`config.mk`:
```
export PLATFORM = sky130hd
export DESIGN_NAME = pgcs_regs
export DESIGN_NICKNAME = d
export VERILOG_FILES = /design/src/pgcs_pkg.sv /design/src/pgcs_regs.sv /design/src/pgcs_clk_presence.sv
export VERILOG_INCLUDE_DIRS = /design/src
export SDC_FILE = /design/constraint.sdc
export NUM_CORES = 1
export LEC_CHECK = 0
export BUFFER_PORTS_ARGS = -buffer_cell sky130_fd_sc_hd__buf_4
export CAP_MARGIN = 20
export CORE_MARGIN = 2
export CORE_UTILIZATION = 40
export CTS_BUF_LIST = sky130_fd_sc_hd__clkbuf_16
export DETAILED_ROUTE_END_ITERATION = 8
export PLACE_DENSITY = 0.63
export SYNTH_ARGS = -nofsm -noshare
export SYNTH_HDL_FRONTEND = slang
export SYNTH_SLANG_ARGS = --single-unit
```
`constraint.sdc`:
```
create_clock -name clk_i -period 5.3 [get_ports clk_i]
set_clock_uncertainty 0.1 [all_clocks]
set_input_delay 0.53 -clock clk_i [delete_from_list [all_inputs] [get_ports clk_i]]
set_output_delay 0.53 -clock clk_i [all_outputs]
set_load 0.02 [all_outputs]
```
`src/pgcs_defs.svh`:
```
// register map, field positions, reset values and timing for pgcs
`ifndef PGCS_DEFS_SVH
`define PGCS_DEFS_SVH
// Behaviour
// - pll enable clear: run from internal rc oscillator, pll kept off
// - pll enable set: pll on in standby/active, external clock used if present
// - pll enabled: external clock starting or stopping raises an event
// - 5-bit rate code gives expected frequency code+1 MHz; 0x18-0x1f reserved
// - polarity clear: output high when valid; set: low when valid
// - drive type clear: push-pull at analog supply; set: open-drain
// - linreg window set checks over and under voltage, else under only
// - switcher window set checks over and under voltage, else under only
// - four select bits include each regulator output in power-good monitoring
// - thermal gating set: power-good inactive while thermal warning active
// - fault gating set: power-good follows latched faults, else live state
// - mode bit: gated when clear, continuous when set; resets to gated
// - fault bit latches when selected output drives power-good inactive
// - writing one clears a fault bit only while that output is valid
// - soft reset restores defaults, reloads otp, resets serial interface
// - soft reset bit clears itself; later reads show zero
// - clock appear/disappear sets latched flag; write one clears
// - power-good active to inactive sets latched flag; write one clears
// - soft reset sets latched reset-occurred flag until written one

// ----------------------------------------------------------------------------
// register offsets
// ----------------------------------------------------------------------------
`define PGCS_ADDR_CLK 8'h14
`define PGCS_ADDR_PGOUT 8'h15
`define PGCS_ADDR_PGMODE 8'h16
`define PGCS_ADDR_FAULT 8'h17
`define PGCS_ADDR_RESET 8'h18
`define PGCS_ADDR_FLAG1 8'h19
`define PGCS_ADDR_FLAG2 8'h1A

// ----------------------------------------------------------------------------
// fields and reset values
// ----------------------------------------------------------------------------
`define PGCS_CLK_PLL_BIT 6
`define PGCS_CLK_CODE_MSB 4
`define PGCS_PLL_EN_RST 1'b0
`define PGCS_CODE_RST 5'h01
`define PGCS_CODE_MAX 5'h17
`define PGCS_MHZ_STEP 6'h01
`define PGCS_POL_BIT 7
`define PGCS_OD_BIT 6
`define PGCS_WIN_LIN_BIT 5
`define PGCS_WIN_SW_BIT 4
`define PGCS_SEL_MSB 3
`define PGCS_PGOUT_RST 8'h73
`define PGCS_TWARN_BIT 2
`define PGCS_FGATE_BIT 1
`define PGCS_MODE_BIT 0
`define PGCS_PGMODE_MSB 2
`define PGCS_PGMODE_RST 3'h4
`define PGCS_FAULT_RST 4'h0
`define PGCS_SWRST_BIT 0
`define PGCS_PGDROP_BIT 7
`define PGCS_CLKCHG_BIT 4
`define PGCS_RSTOCC_BIT 0
`define PGCS_NUM_OUT 4
`define PGCS_FIRST_LINREG 2

// ----------------------------------------------------------------------------
// timing
// ----------------------------------------------------------------------------
`define PGCS_CLK_PERIOD_NS 100
`define PGCS_LOSS_NS 10000
`define PGCS_LOSS_CYC \
    ((`PGCS_LOSS_NS + `PGCS_CLK_PERIOD_NS - 1) / `PGCS_CLK_PERIOD_NS)
`endif

```
`src/pgcs_pkg.sv`:
```
// types shared by the power-good and clock-select register block
`default_nettype none
package pgcs_pkg;
    typedef enum logic [2:0] {
        PGCS_ST_RUN = 3'h1,
        PGCS_ST_CLEAR = 3'h2,
        PGCS_ST_RELOAD = 3'h4
    } pgcs_rst_state_type;
endpackage
`default_nettype wire

```
`src/pgcs_regs.sv`:
```
// power-good configuration, fault latches, clock select and soft reset
`timescale 1ns/1ps
`default_nettype none
`include "pgcs_defs.svh"

module pgcs_regs
    import pgcs_pkg::*;
#(
    parameter int LOSS_CYC = `PGCS_LOSS_CYC
) (
    input wire logic clk_i,
    input wire logic rstn_i,
    input wire logic [7:0] reg_addr_i,
    input wire logic [7:0] reg_wdata_i,
    input wire logic reg_wr_i,
    input wire logic reg_rd_i,
    output logic [7:0] reg_rdata_o,
    input wire logic [`PGCS_NUM_OUT-1:0] uv_ok_i,
    input wire logic [`PGCS_NUM_OUT-1:0] ov_ok_i,
    input wire logic [`PGCS_NUM_OUT-1:0] out_enabled_i,
    input wire logic thermal_warn_i,
    input wire logic run_mode_i,
    input wire logic sync_clock_input_i,
    output logic power_good_out_o,
    output logic power_good_oe_o,
    output logic pll_enable_o,
    output logic use_ext_clock_o,
    output logic [5:0] ext_rate_mhz_o,
    output logic serial_reset_o,
    output logic otp_reload_o
);
    localparam int NOUT = `PGCS_NUM_OUT;
    localparam int SYNC_W = 3 * NOUT + 3;

    // ------------------------------------------------------------------------
    // declarations
    // ------------------------------------------------------------------------
    logic [SYNC_W-1:0] sync1_reg, sync2_reg;
    logic [NOUT-1:0] uv_s, ov_s, en_s;
    logic twarn_s, run_s, clkpin_s;
    pgcs_rst_state_type state_reg, state_next;
    logic in_run, in_clear;
    logic pll_en_reg, pll_en_next;
    logic [`PGCS_CLK_CODE_MSB:0] code_reg, code_next;
    logic [7:0] pgout_reg, pgout_next;
    logic [`PGCS_PGMODE_MSB:0] pgmode_reg, pgmode_next;
    logic [NOUT-1:0] fault_reg, fault_next;
    logic pgdrop_reg, pgdrop_next;
    logic clkchg_reg, clkchg_next;
    logic rstocc_reg, rstocc_next;
    logic pg_active_reg, pg_active_next;
    logic pg_out_reg, pg_out_next;
    logic pg_oe_reg, pg_oe_next;
    logic pll_out_reg, pll_out_next;
    logic ext_reg, ext_next;
    logic [5:0] rate_reg, rate_next;
    logic ser_rst_reg, ser_rst_next;
    logic otp_reg, otp_next;
    logic [7:0] rdata_reg, rdata_next;
    logic [NOUT-1:0] out_valid, window_on, fault_set, fault_clr, mon_eff;
    logic [NOUT-1:0] stuck_w;
    logic fault_wr, flag1_wr, flag2_wr;
    logic pg_live, pg_latch_ok, pg_level, pg_drop_evt;
    logic clk_present, clk_change, code_ok;

    function automatic logic hit(input logic stb, input logic [7:0] a,
                                 input logic [7:0] target);
        return stb && (a == target);
    endfunction

    // ------------------------------------------------------------------------
    // pin synchronisers
    // ------------------------------------------------------------------------
    always_ff @(posedge clk_i or negedge rstn_i) begin
        if (!rstn_i) begin
            sync1_reg <= '0;
            sync2_reg <= '0;
        end else begin
            sync1_reg <= {sync_clock_input_i, run_mode_i, thermal_warn_i,
                          out_enabled_i, ov_ok_i, uv_ok_i};
            sync2_reg <= sync1_reg;
        end
    end
    assign {clkpin_s, run_s, twarn_s, en_s, ov_s, uv_s} = sync2_reg;

    pgcs_clk_presence #(
        .LOSS_CYC(LOSS_CYC)
    ) u_presence (
        .clk_i(clk_i),
        .rstn_i(rstn_i),
        .pin_i(clkpin_s),
        .present_o(clk_present),
        .change_o(clk_change)
    );

    // ------------------------------------------------------------------------
    // soft reset sequencer
    // ------------------------------------------------------------------------
    assign in_run = state_reg == PGCS_ST_RUN;
    assign in_clear = state_reg == PGCS_ST_CLEAR;

    always_comb begin
        state_next = state_reg;
        case (state_reg)
            PGCS_ST_RUN: begin
                if (hit(reg_wr_i, reg_addr_i, `PGCS_ADDR_RESET) &&
                    reg_wdata_i[`PGCS_SWRST_BIT]) begin
                    state_next = PGCS_ST_CLEAR;
                end
            end
            PGCS_ST_CLEAR: begin
                state_next = PGCS_ST_RELOAD;
            end
            PGCS_ST_RELOAD: begin
                state_next = PGCS_ST_RUN;
            end
            default: begin
                state_next = PGCS_ST_RUN;
            end
        endcase
        ser_rst_next = state_next == PGCS_ST_CLEAR;
        otp_next = state_next == PGCS_ST_RELOAD;
    end

    always_ff @(posedge clk_i or negedge rstn_i) begin
        if (!rstn_i) begin
            state_reg <= PGCS_ST_RUN;
            ser_rst_reg <= 1'b0;
            otp_reg <= 1'b0;
        end else begin
            state_reg <= state_next;
            ser_rst_reg <= ser_rst_next;
            otp_reg <= otp_next;
        end
    end

    // ------------------------------------------------------------------------
    // configuration registers
    // ------------------------------------------------------------------------
    always_comb begin
        pll_en_next = pll_en_reg;
        code_next = code_reg;
        pgout_next = pgout_reg;
        pgmode_next = pgmode_reg;
        if (in_clear) begin
            pll_en_next = `PGCS_PLL_EN_RST;
            code_next = `PGCS_CODE_RST;
            pgout_next = `PGCS_PGOUT_RST;
            pgmode_next = `PGCS_PGMODE_RST;
        end else if (in_run) begin
            // bits 7 and 5 are not stored; host keeps bit 5 at zero
            if (hit(reg_wr_i, reg_addr_i, `PGCS_ADDR_CLK)) begin
                pll_en_next = reg_wdata_i[`PGCS_CLK_PLL_BIT];
                code_next = reg_wdata_i[`PGCS_CLK_CODE_MSB:0];
            end
            if (hit(reg_wr_i, reg_addr_i, `PGCS_ADDR_PGOUT)) begin
                pgout_next = reg_wdata_i;
            end
            if (hit(reg_wr_i, reg_addr_i, `PGCS_ADDR_PGMODE)) begin
                pgmode_next = reg_wdata_i[`PGCS_PGMODE_MSB:0];
            end
        end
    end

    always_ff @(posedge clk_i or negedge rstn_i) begin
        if (!rstn_i) begin
            pll_en_reg <= `PGCS_PLL_EN_RST;
            code_reg <= `PGCS_CODE_RST;
            pgout_reg <= `PGCS_PGOUT_RST;
            pgmode_reg <= `PGCS_PGMODE_RST;
        end else begin
            pll_en_reg <= pll_en_next;
            code_reg <= code_next;
            pgout_reg <= pgout_next;
            pgmode_reg <= pgmode_next;
        end
    end

    // ------------------------------------------------------------------------
    // per-output validity and fault latch terms
    // ------------------------------------------------------------------------
    assign fault_wr = in_run && hit(reg_wr_i, reg_addr_i, `PGCS_ADDR_FAULT);
    assign flag1_wr = in_run && hit(reg_wr_i, reg_addr_i, `PGCS_ADDR_FLAG1);
    assign flag2_wr = in_run && hit(reg_wr_i, reg_addr_i, `PGCS_ADDR_FLAG2);

    genvar gi;
    generate
        for (gi = 0; gi < NOUT; gi++) begin : g_out
            assign window_on[gi] = (gi >= `PGCS_FIRST_LINREG) ?
                pgout_reg[`PGCS_WIN_LIN_BIT] :
                pgout_reg[`PGCS_WIN_SW_BIT];
            assign out_valid[gi] = uv_s[gi] & (ov_s[gi] | ~window_on[gi]);
            assign fault_set[gi] = mon_eff[gi] & ~out_valid[gi];
            assign fault_clr[gi] = fault_wr & reg_wdata_i[gi] &
                                   out_valid[gi];
        end
    endgenerate
    assign stuck_w = fault_reg & ~out_valid;

    // ------------------------------------------------------------------------
    // power-good combine and pin drive
    // ------------------------------------------------------------------------
    always_comb begin
        // gated mode skips outputs whose regulator is off
        mon_eff = pgout_reg[`PGCS_SEL_MSB:0] &
                  (pgmode_reg[`PGCS_MODE_BIT] ? {NOUT{1'b1}} : en_s);
        pg_live = &(~mon_eff | out_valid);
        pg_latch_ok = ~|(fault_reg | fault_set);
        pg_active_next = (pgmode_reg[`PGCS_FGATE_BIT] ? pg_latch_ok : pg_live)
                         & ~(pgmode_reg[`PGCS_TWARN_BIT] & twarn_s);
        pg_level = pg_active_next ^ pgout_reg[`PGCS_POL_BIT];
        if (pgout_reg[`PGCS_OD_BIT]) begin
            pg_out_next = 1'b0;
            pg_oe_next = ~pg_level;
        end else begin
            pg_out_next = pg_level;
            pg_oe_next = 1'b1;
        end
        pg_drop_evt = pg_active_reg & ~pg_active_next;
    end

    always_ff @(posedge clk_i or negedge rstn_i) begin
        if (!rstn_i) begin
            pg_active_reg <= 1'b0;
            pg_out_reg <= 1'b0;
            pg_oe_reg <= 1'b0;
        end else begin
            pg_active_reg <= pg_active_next;
            pg_out_reg <= pg_out_next;
            pg_oe_reg <= pg_oe_next;
        end
    end

    // ------------------------------------------------------------------------
    // fault latches and event flags; a set beats a clear
    // ------------------------------------------------------------------------
    always_comb begin
        fault_next = fault_reg;
        pgdrop_next = pgdrop_reg;
        clkchg_next = clkchg_reg;
        rstocc_next = rstocc_reg;
        if (in_clear) begin
            fault_next = `PGCS_FAULT_RST;
            pgdrop_next = 1'b0;
            clkchg_next = 1'b0;
            rstocc_next = 1'b1;
        end else begin
            fault_next = (fault_reg & ~fault_clr) | fault_set;
            pgdrop_next = (pgdrop_reg &
                ~(flag1_wr & reg_wdata_i[`PGCS_PGDROP_BIT])) |
                pg_drop_evt;
            clkchg_next = (clkchg_reg &
                ~(flag1_wr & reg_wdata_i[`PGCS_CLKCHG_BIT])) |
                (pll_en_reg & clk_change);
            rstocc_next = rstocc_reg &
                ~(flag2_wr & reg_wdata_i[`PGCS_RSTOCC_BIT]);
        end
    end

    always_ff @(posedge clk_i or negedge rstn_i) begin
        if (!rstn_i) begin
            fault_reg <= `PGCS_FAULT_RST;
            pgdrop_reg <= 1'b0;
            clkchg_reg <= 1'b0;
            rstocc_reg <= 1'b0;
        end else begin
            fault_reg <= fault_next;
            pgdrop_reg <= pgdrop_next;
            clkchg_reg <= clkchg_next;
            rstocc_reg <= rstocc_next;
        end
    end

    // ------------------------------------------------------------------------
    // clock source selection
    // ------------------------------------------------------------------------
    always_comb begin
        code_ok = code_reg <= `PGCS_CODE_MAX;
        pll_out_next = pll_en_reg & run_s;
        ext_next = pll_out_next & clk_present & code_ok;
        rate_next = {1'b0, code_reg} + `PGCS_MHZ_STEP;
    end

    always_ff @(posedge clk_i or negedge rstn_i) begin
        if (!rstn_i) begin
            pll_out_reg <= 1'b0;
            ext_reg <= 1'b0;
            rate_reg <= '0;
        end else begin
            pll_out_reg <= pll_out_next;
            ext_reg <= ext_next;
            rate_reg <= rate_next;
        end
    end

    // ------------------------------------------------------------------------
    // read port
    // ------------------------------------------------------------------------
    always_comb begin
        rdata_next = rdata_reg;
        if (reg_rd_i) begin
            rdata_next = 8'h00;
            case (reg_addr_i)
                `PGCS_ADDR_CLK: begin
                    rdata_next[`PGCS_CLK_PLL_BIT] = pll_en_reg;
                    rdata_next[`PGCS_CLK_CODE_MSB:0] = code_reg;
                end
                `PGCS_ADDR_PGOUT: rdata_next = pgout_reg;
                `PGCS_ADDR_PGMODE: rdata_next[`PGCS_PGMODE_MSB:0] = pgmode_reg;
                `PGCS_ADDR_FAULT: rdata_next[NOUT-1:0] = fault_reg;
                `PGCS_ADDR_RESET: rdata_next[`PGCS_SWRST_BIT] = in_clear;
                `PGCS_ADDR_FLAG1: begin
                    rdata_next[`PGCS_PGDROP_BIT] = pgdrop_reg;
                    rdata_next[`PGCS_CLKCHG_BIT] = clkchg_reg;
                end
                `PGCS_ADDR_FLAG2: rdata_next[`PGCS_RSTOCC_BIT] = rstocc_reg;
                default: rdata_next = 8'h00;
            endcase
        end
    end

    always_ff @(posedge clk_i or negedge rstn_i) begin
        if (!rstn_i) begin
            rdata_reg <= 8'h00;
        end else begin
            rdata_reg <= rdata_next;
        end
    end

    assign reg_rdata_o = rdata_reg;
    assign power_good_out_o = pg_out_reg;
    assign power_good_oe_o = pg_oe_reg;
    assign pll_enable_o = pll_out_reg;
    assign use_ext_clock_o = ext_reg;
    assign ext_rate_mhz_o = rate_reg;
    assign serial_reset_o = ser_rst_reg;
    assign otp_reload_o = otp_reg;
endmodule
`default_nettype wire

```
`src/pgcs_clk_presence.sv`:
```
// external clock activity detector
`timescale 1ns/1ps
`default_nettype none
module pgcs_clk_presence #(
    parameter int LOSS_CYC = 100
) (
    input wire logic clk_i,
    input wire logic rstn_i,
    input wire logic pin_i,
    output logic present_o,
    output logic change_o
);
    localparam int CW = $clog2(LOSS_CYC + 1);
    localparam logic [CW-1:0] LAST = CW'(LOSS_CYC - 1);

    logic prev_reg, prev_next;
    logic [CW-1:0] cnt_reg, cnt_next;
    logic present_reg, present_next;
    logic change_reg, change_next;

    // ------------------------------------------------------------------------
    // any level change restarts the loss timer
    // ------------------------------------------------------------------------
    always_comb begin
        prev_next = pin_i;
        cnt_next = cnt_reg;
        present_next = present_reg;
        if (pin_i != prev_reg) begin
            cnt_next = '0;
            present_next = 1'b1;
        end else if (cnt_reg == LAST) begin
            present_next = 1'b0;
        end else begin
            cnt_next = cnt_reg + 1'b1;
        end
        change_next = present_next != present_reg;
    end

    always_ff @(posedge clk_i or negedge rstn_i) begin
        if (!rstn_i) begin
            prev_reg <= 1'b0;
            cnt_reg <= '0;
            present_reg <= 1'b0;
            change_reg <= 1'b0;
        end else begin
            prev_reg <= prev_next;
            cnt_reg <= cnt_next;
            present_reg <= present_next;
            change_reg <= change_next;
        end
    end

    assign present_o = present_reg;
    assign change_o = change_reg;
endmodule
`default_nettype wire

```
==> load_flow_metrics.sql <==
INSERT INTO impl_metrics (metric_group, metric, value, unit) VALUES
('yosys', 'ys_top_cells_by_count', 'dfrtp_1 (80), nor2_1 (29), nand2_1 (25), o21ai_0 (14), nand3_1 (11)', ''),
('clocking', 'cts_tree', 'yes', ''),
('cells_and_area', 'final_design_area_no_fill', '4240', 'sq um'),
('clocking', 'postCtsHoldBufs', '0', ''),
('critical_path', 'reg2reg_setup_slack', '3.24', 'ns'),
('cells_and_area', 'insertedDiodeCount', '0', ''),
('cells_and_area', 'final_nets', '371', ''),
('yosys', 'synth_cell_types', '44', ''),
('cells_and_area', 'postLayoutCoreUtil', '51.3', '%'),
('timing', 'fin_tns_setup', '0', 'ns'),
('critical_path', 'worst-endpoint-required', '5.42', 'ns'),
('yosys', 'postSynthNetCount', '312', ''),
('critical_path', 'crit_path_category', 'flip-flop to flip-flop', ''),
('yosys', 'synth-edff-count', '0', ''),
('timing', 'maxClockFrequency', '0.484', 'GHz'),
('grt', 'grt_max_degree', '89', ''),
('clocking', 'clock_latency_at_the_later_pin_of_the_worst_skew_pair', '0.33', 'ns'),
('hold_path', 'worstHoldPathType', 'primary input to async pin', ''),
('critical_path', 'worstRegToRegCells', '5', ''),
('timing', 'max-slew-margin-rel', '51.9', '%'),
('yosys', 'synth.avg_cell_area', '12.4', 'sq um'),
('status', 'failed_checks', 'negative hold slack', ''),
('clocking', 'post_cts_resized', '0', ''),
('drt', 'dr_pass1_iterations', '4', ''),
('clocking', 'cts_sinks', '88', ''),
('yosys', 'synth_seq_cells', '88', ''),
('clocking', 'clk_transition_reported_paths', '0.06', 'ns'),
('grt', 'first_pass_grt_wire_length', '10900', 'um'),
('timing', 'max_slew.worst_pin.slew', '0.720', 'ns'),
('yosys', 'async_reset_ff_share', '100', '%'),
('yosys', 'yosys.area_share.xor_xnor', '2.31', '%'),
('cells_and_area', 'syn2layout_area_growth', '24.0', '%'),
('floorplanning', 'top_level_ports', '55', ''),
('timing', 'slew_viols_final', '0', ''),
('critical_path', 'worstReg2RegEnd', 'power_good_out_o', ''),
('floorplanning', 'initial_standard_cell_utilization_of_the_core', '41.4', '%'),
('yosys', 'synth-compound-area-share', '8.38', '%'),
('drt', 'total_via_count_in_the_routed_design', '2225', ''),
('timing', 'setup-violations-final', '0', ''),
('drt', 'detail_route.vias_per_cell', '5.01', ''),
('timing', 'unrepaired_setup_endpoints_after_global_routing', 'no', ''),
('critical_path', 'critical-path-slowest-cell', 'or4_4', ''),
('yosys', 'synth_simple_gate_area_share', '14.5', '%'),
('cells_and_area', 'num-fill-cells', '768', ''),
('power_and_ir_drop', 'finalPower', '1.46', 'mW'),
('drt', 'post-route-drc-count', '0', ''),
('yosys', 'netlist_instances', '275', ''),
('power_and_ir_drop', 'peakVddDrop', '171', 'uV'),
('drt', 'ant_nets', '0', ''),
('yosys', 'yosys_warnings', '0', ''),
('drt', 'wirelength', '6660', 'um'),
('placement', 'hpwlAfterDp', '4610', 'um'),
('clocking', 'clock-root-buffer', 'clkbuf_16', ''),
('timing', 'fin_hold_ws', '-0.00415', 'ns'),
('floorplanning', 'core_region_area', '8260', 'sq um'),
('timing', 'finalWorstPathRequiredPeriod', '2.06', 'ns'),
('timing', 'final-hold-violation-count', '6', ''),
('yosys', 'combinational_family_with_the_most_area_after_synthesis', 'simple AND/OR/NAND/NOR gates', ''),
('clocking', 'cts_made_buffers', '9', ''),
('yosys', 'synth.largest_area_cell', 'dfrtp_1', ''),
('floorplanning', 'fp-row-count', '33', ''),
('yosys', 'synth_fa_ha_area_share', '0.732', '%'),
('status', 'outcome', 'complete, but fails checks', ''),
('timing', 'finalCritPeriodShare', '38.9', '%'),
('drt', 'drt_iter0_drc', '194', ''),
('critical_path', 'crit_path_max_fanout', '6', ''),
('placement', 'place.detailed.instances', '427', ''),
('yosys', 'synthMuxAreaShare', '7.54', '%'),
('power_and_ir_drop', 'power_leakage', '1.98', 'nW'),
('critical_path', 'setup.worst_path.end_class', 'flip-flop', ''),
('yosys', 'synth_sequential_area_ratio', '64.7', '%');
area by class of cell:
cell class	instances	area (sq um)	area share [%]
flip-flops and latches	88	2210	52.2
multi-input cells	171	1140	27.0
repair buffers	55	433	10.2
clock buffers	9	225	5.31
well taps	105	131	3.10
clock inverters	7	57.6	1.36
inverters	9	33.8	0.797
worst max path at each step:
stage,to,slack (ns),start,cells after the start
CTS,power_good_oe_o,3.22,pgmode_reg[0],5
global placement,pgmode_reg[2],3.04,reg_addr_i[7],6
global route,power_good_oe_o,3.13,pgmode_reg[0],5
detailed placement,pgmode_reg[2],3.00,reg_addr_i[7],6
floorplan,pgmode_reg[2],3.35,reg_addr_i[7],5
finish,power_good_out_o,3.24,pgmode_reg[0],5
kinds of logic after synthesis:
group	count (synthesis)
mux	20
simple gates	97
flops	88
fa+ha+maj	2
buf+inv	16
xor+xnor	9
compound gates	43
worst max-delay path: cells and delay by family, from the launching register on:
| family | cells | cell delay, ns |
|---|---|---|
| AO/OA/AOI/OAI | 3 | 0.53 |
| flip-flops | 1 | 0.43 |
| multiplexers | 1 | 0.33 |
| AND/OR/NAND/NOR | 1 | 0.55 |
metal layers:
metal	GRT usage [%]	wire length [um]	up-vias
li1	-	-	1071
met1	21.1	2980	1071
met2	24.7	3150	75
met3	4.65	422	8
met4	5.63	99	0
met5	0	0	-
placed cells by master, fill, tap and decap left out, drive strengths merged, types with 3 or more instances in the layout:
| master | count |
|---|---|
| mux2i | 10 |
| a22oi | 5 |
| nor2 | 29 |
| inv | 12 |
| xnor2 | 5 |
| nand2 | 25 |
| and3 | 4 |
| nor2b | 4 |
| nand2b | 8 |
| a41oi | 4 |
| dfstp | 8 |
| dfrtp | 80 |
| buf | 55 |
| clkbuf | 9 |
| a21oi | 7 |
| mux2 | 7 |
| o21ai | 19 |
| nand3 | 11 |
| mux4 | 3 |
| nor3 | 6 |
| xor2 | 4 |
where the power goes:
| group | internal, mW | switching, mW | total (mW) |
|---|---|---|---|
| clock | 0.357 | 0.241 | 0.598 |
| combinational | 0.0620 | 0.0687 | 0.131 |
| sequential | 0.708 | 0.0216 | 0.730 |
(Power assumes the default switching activity.)
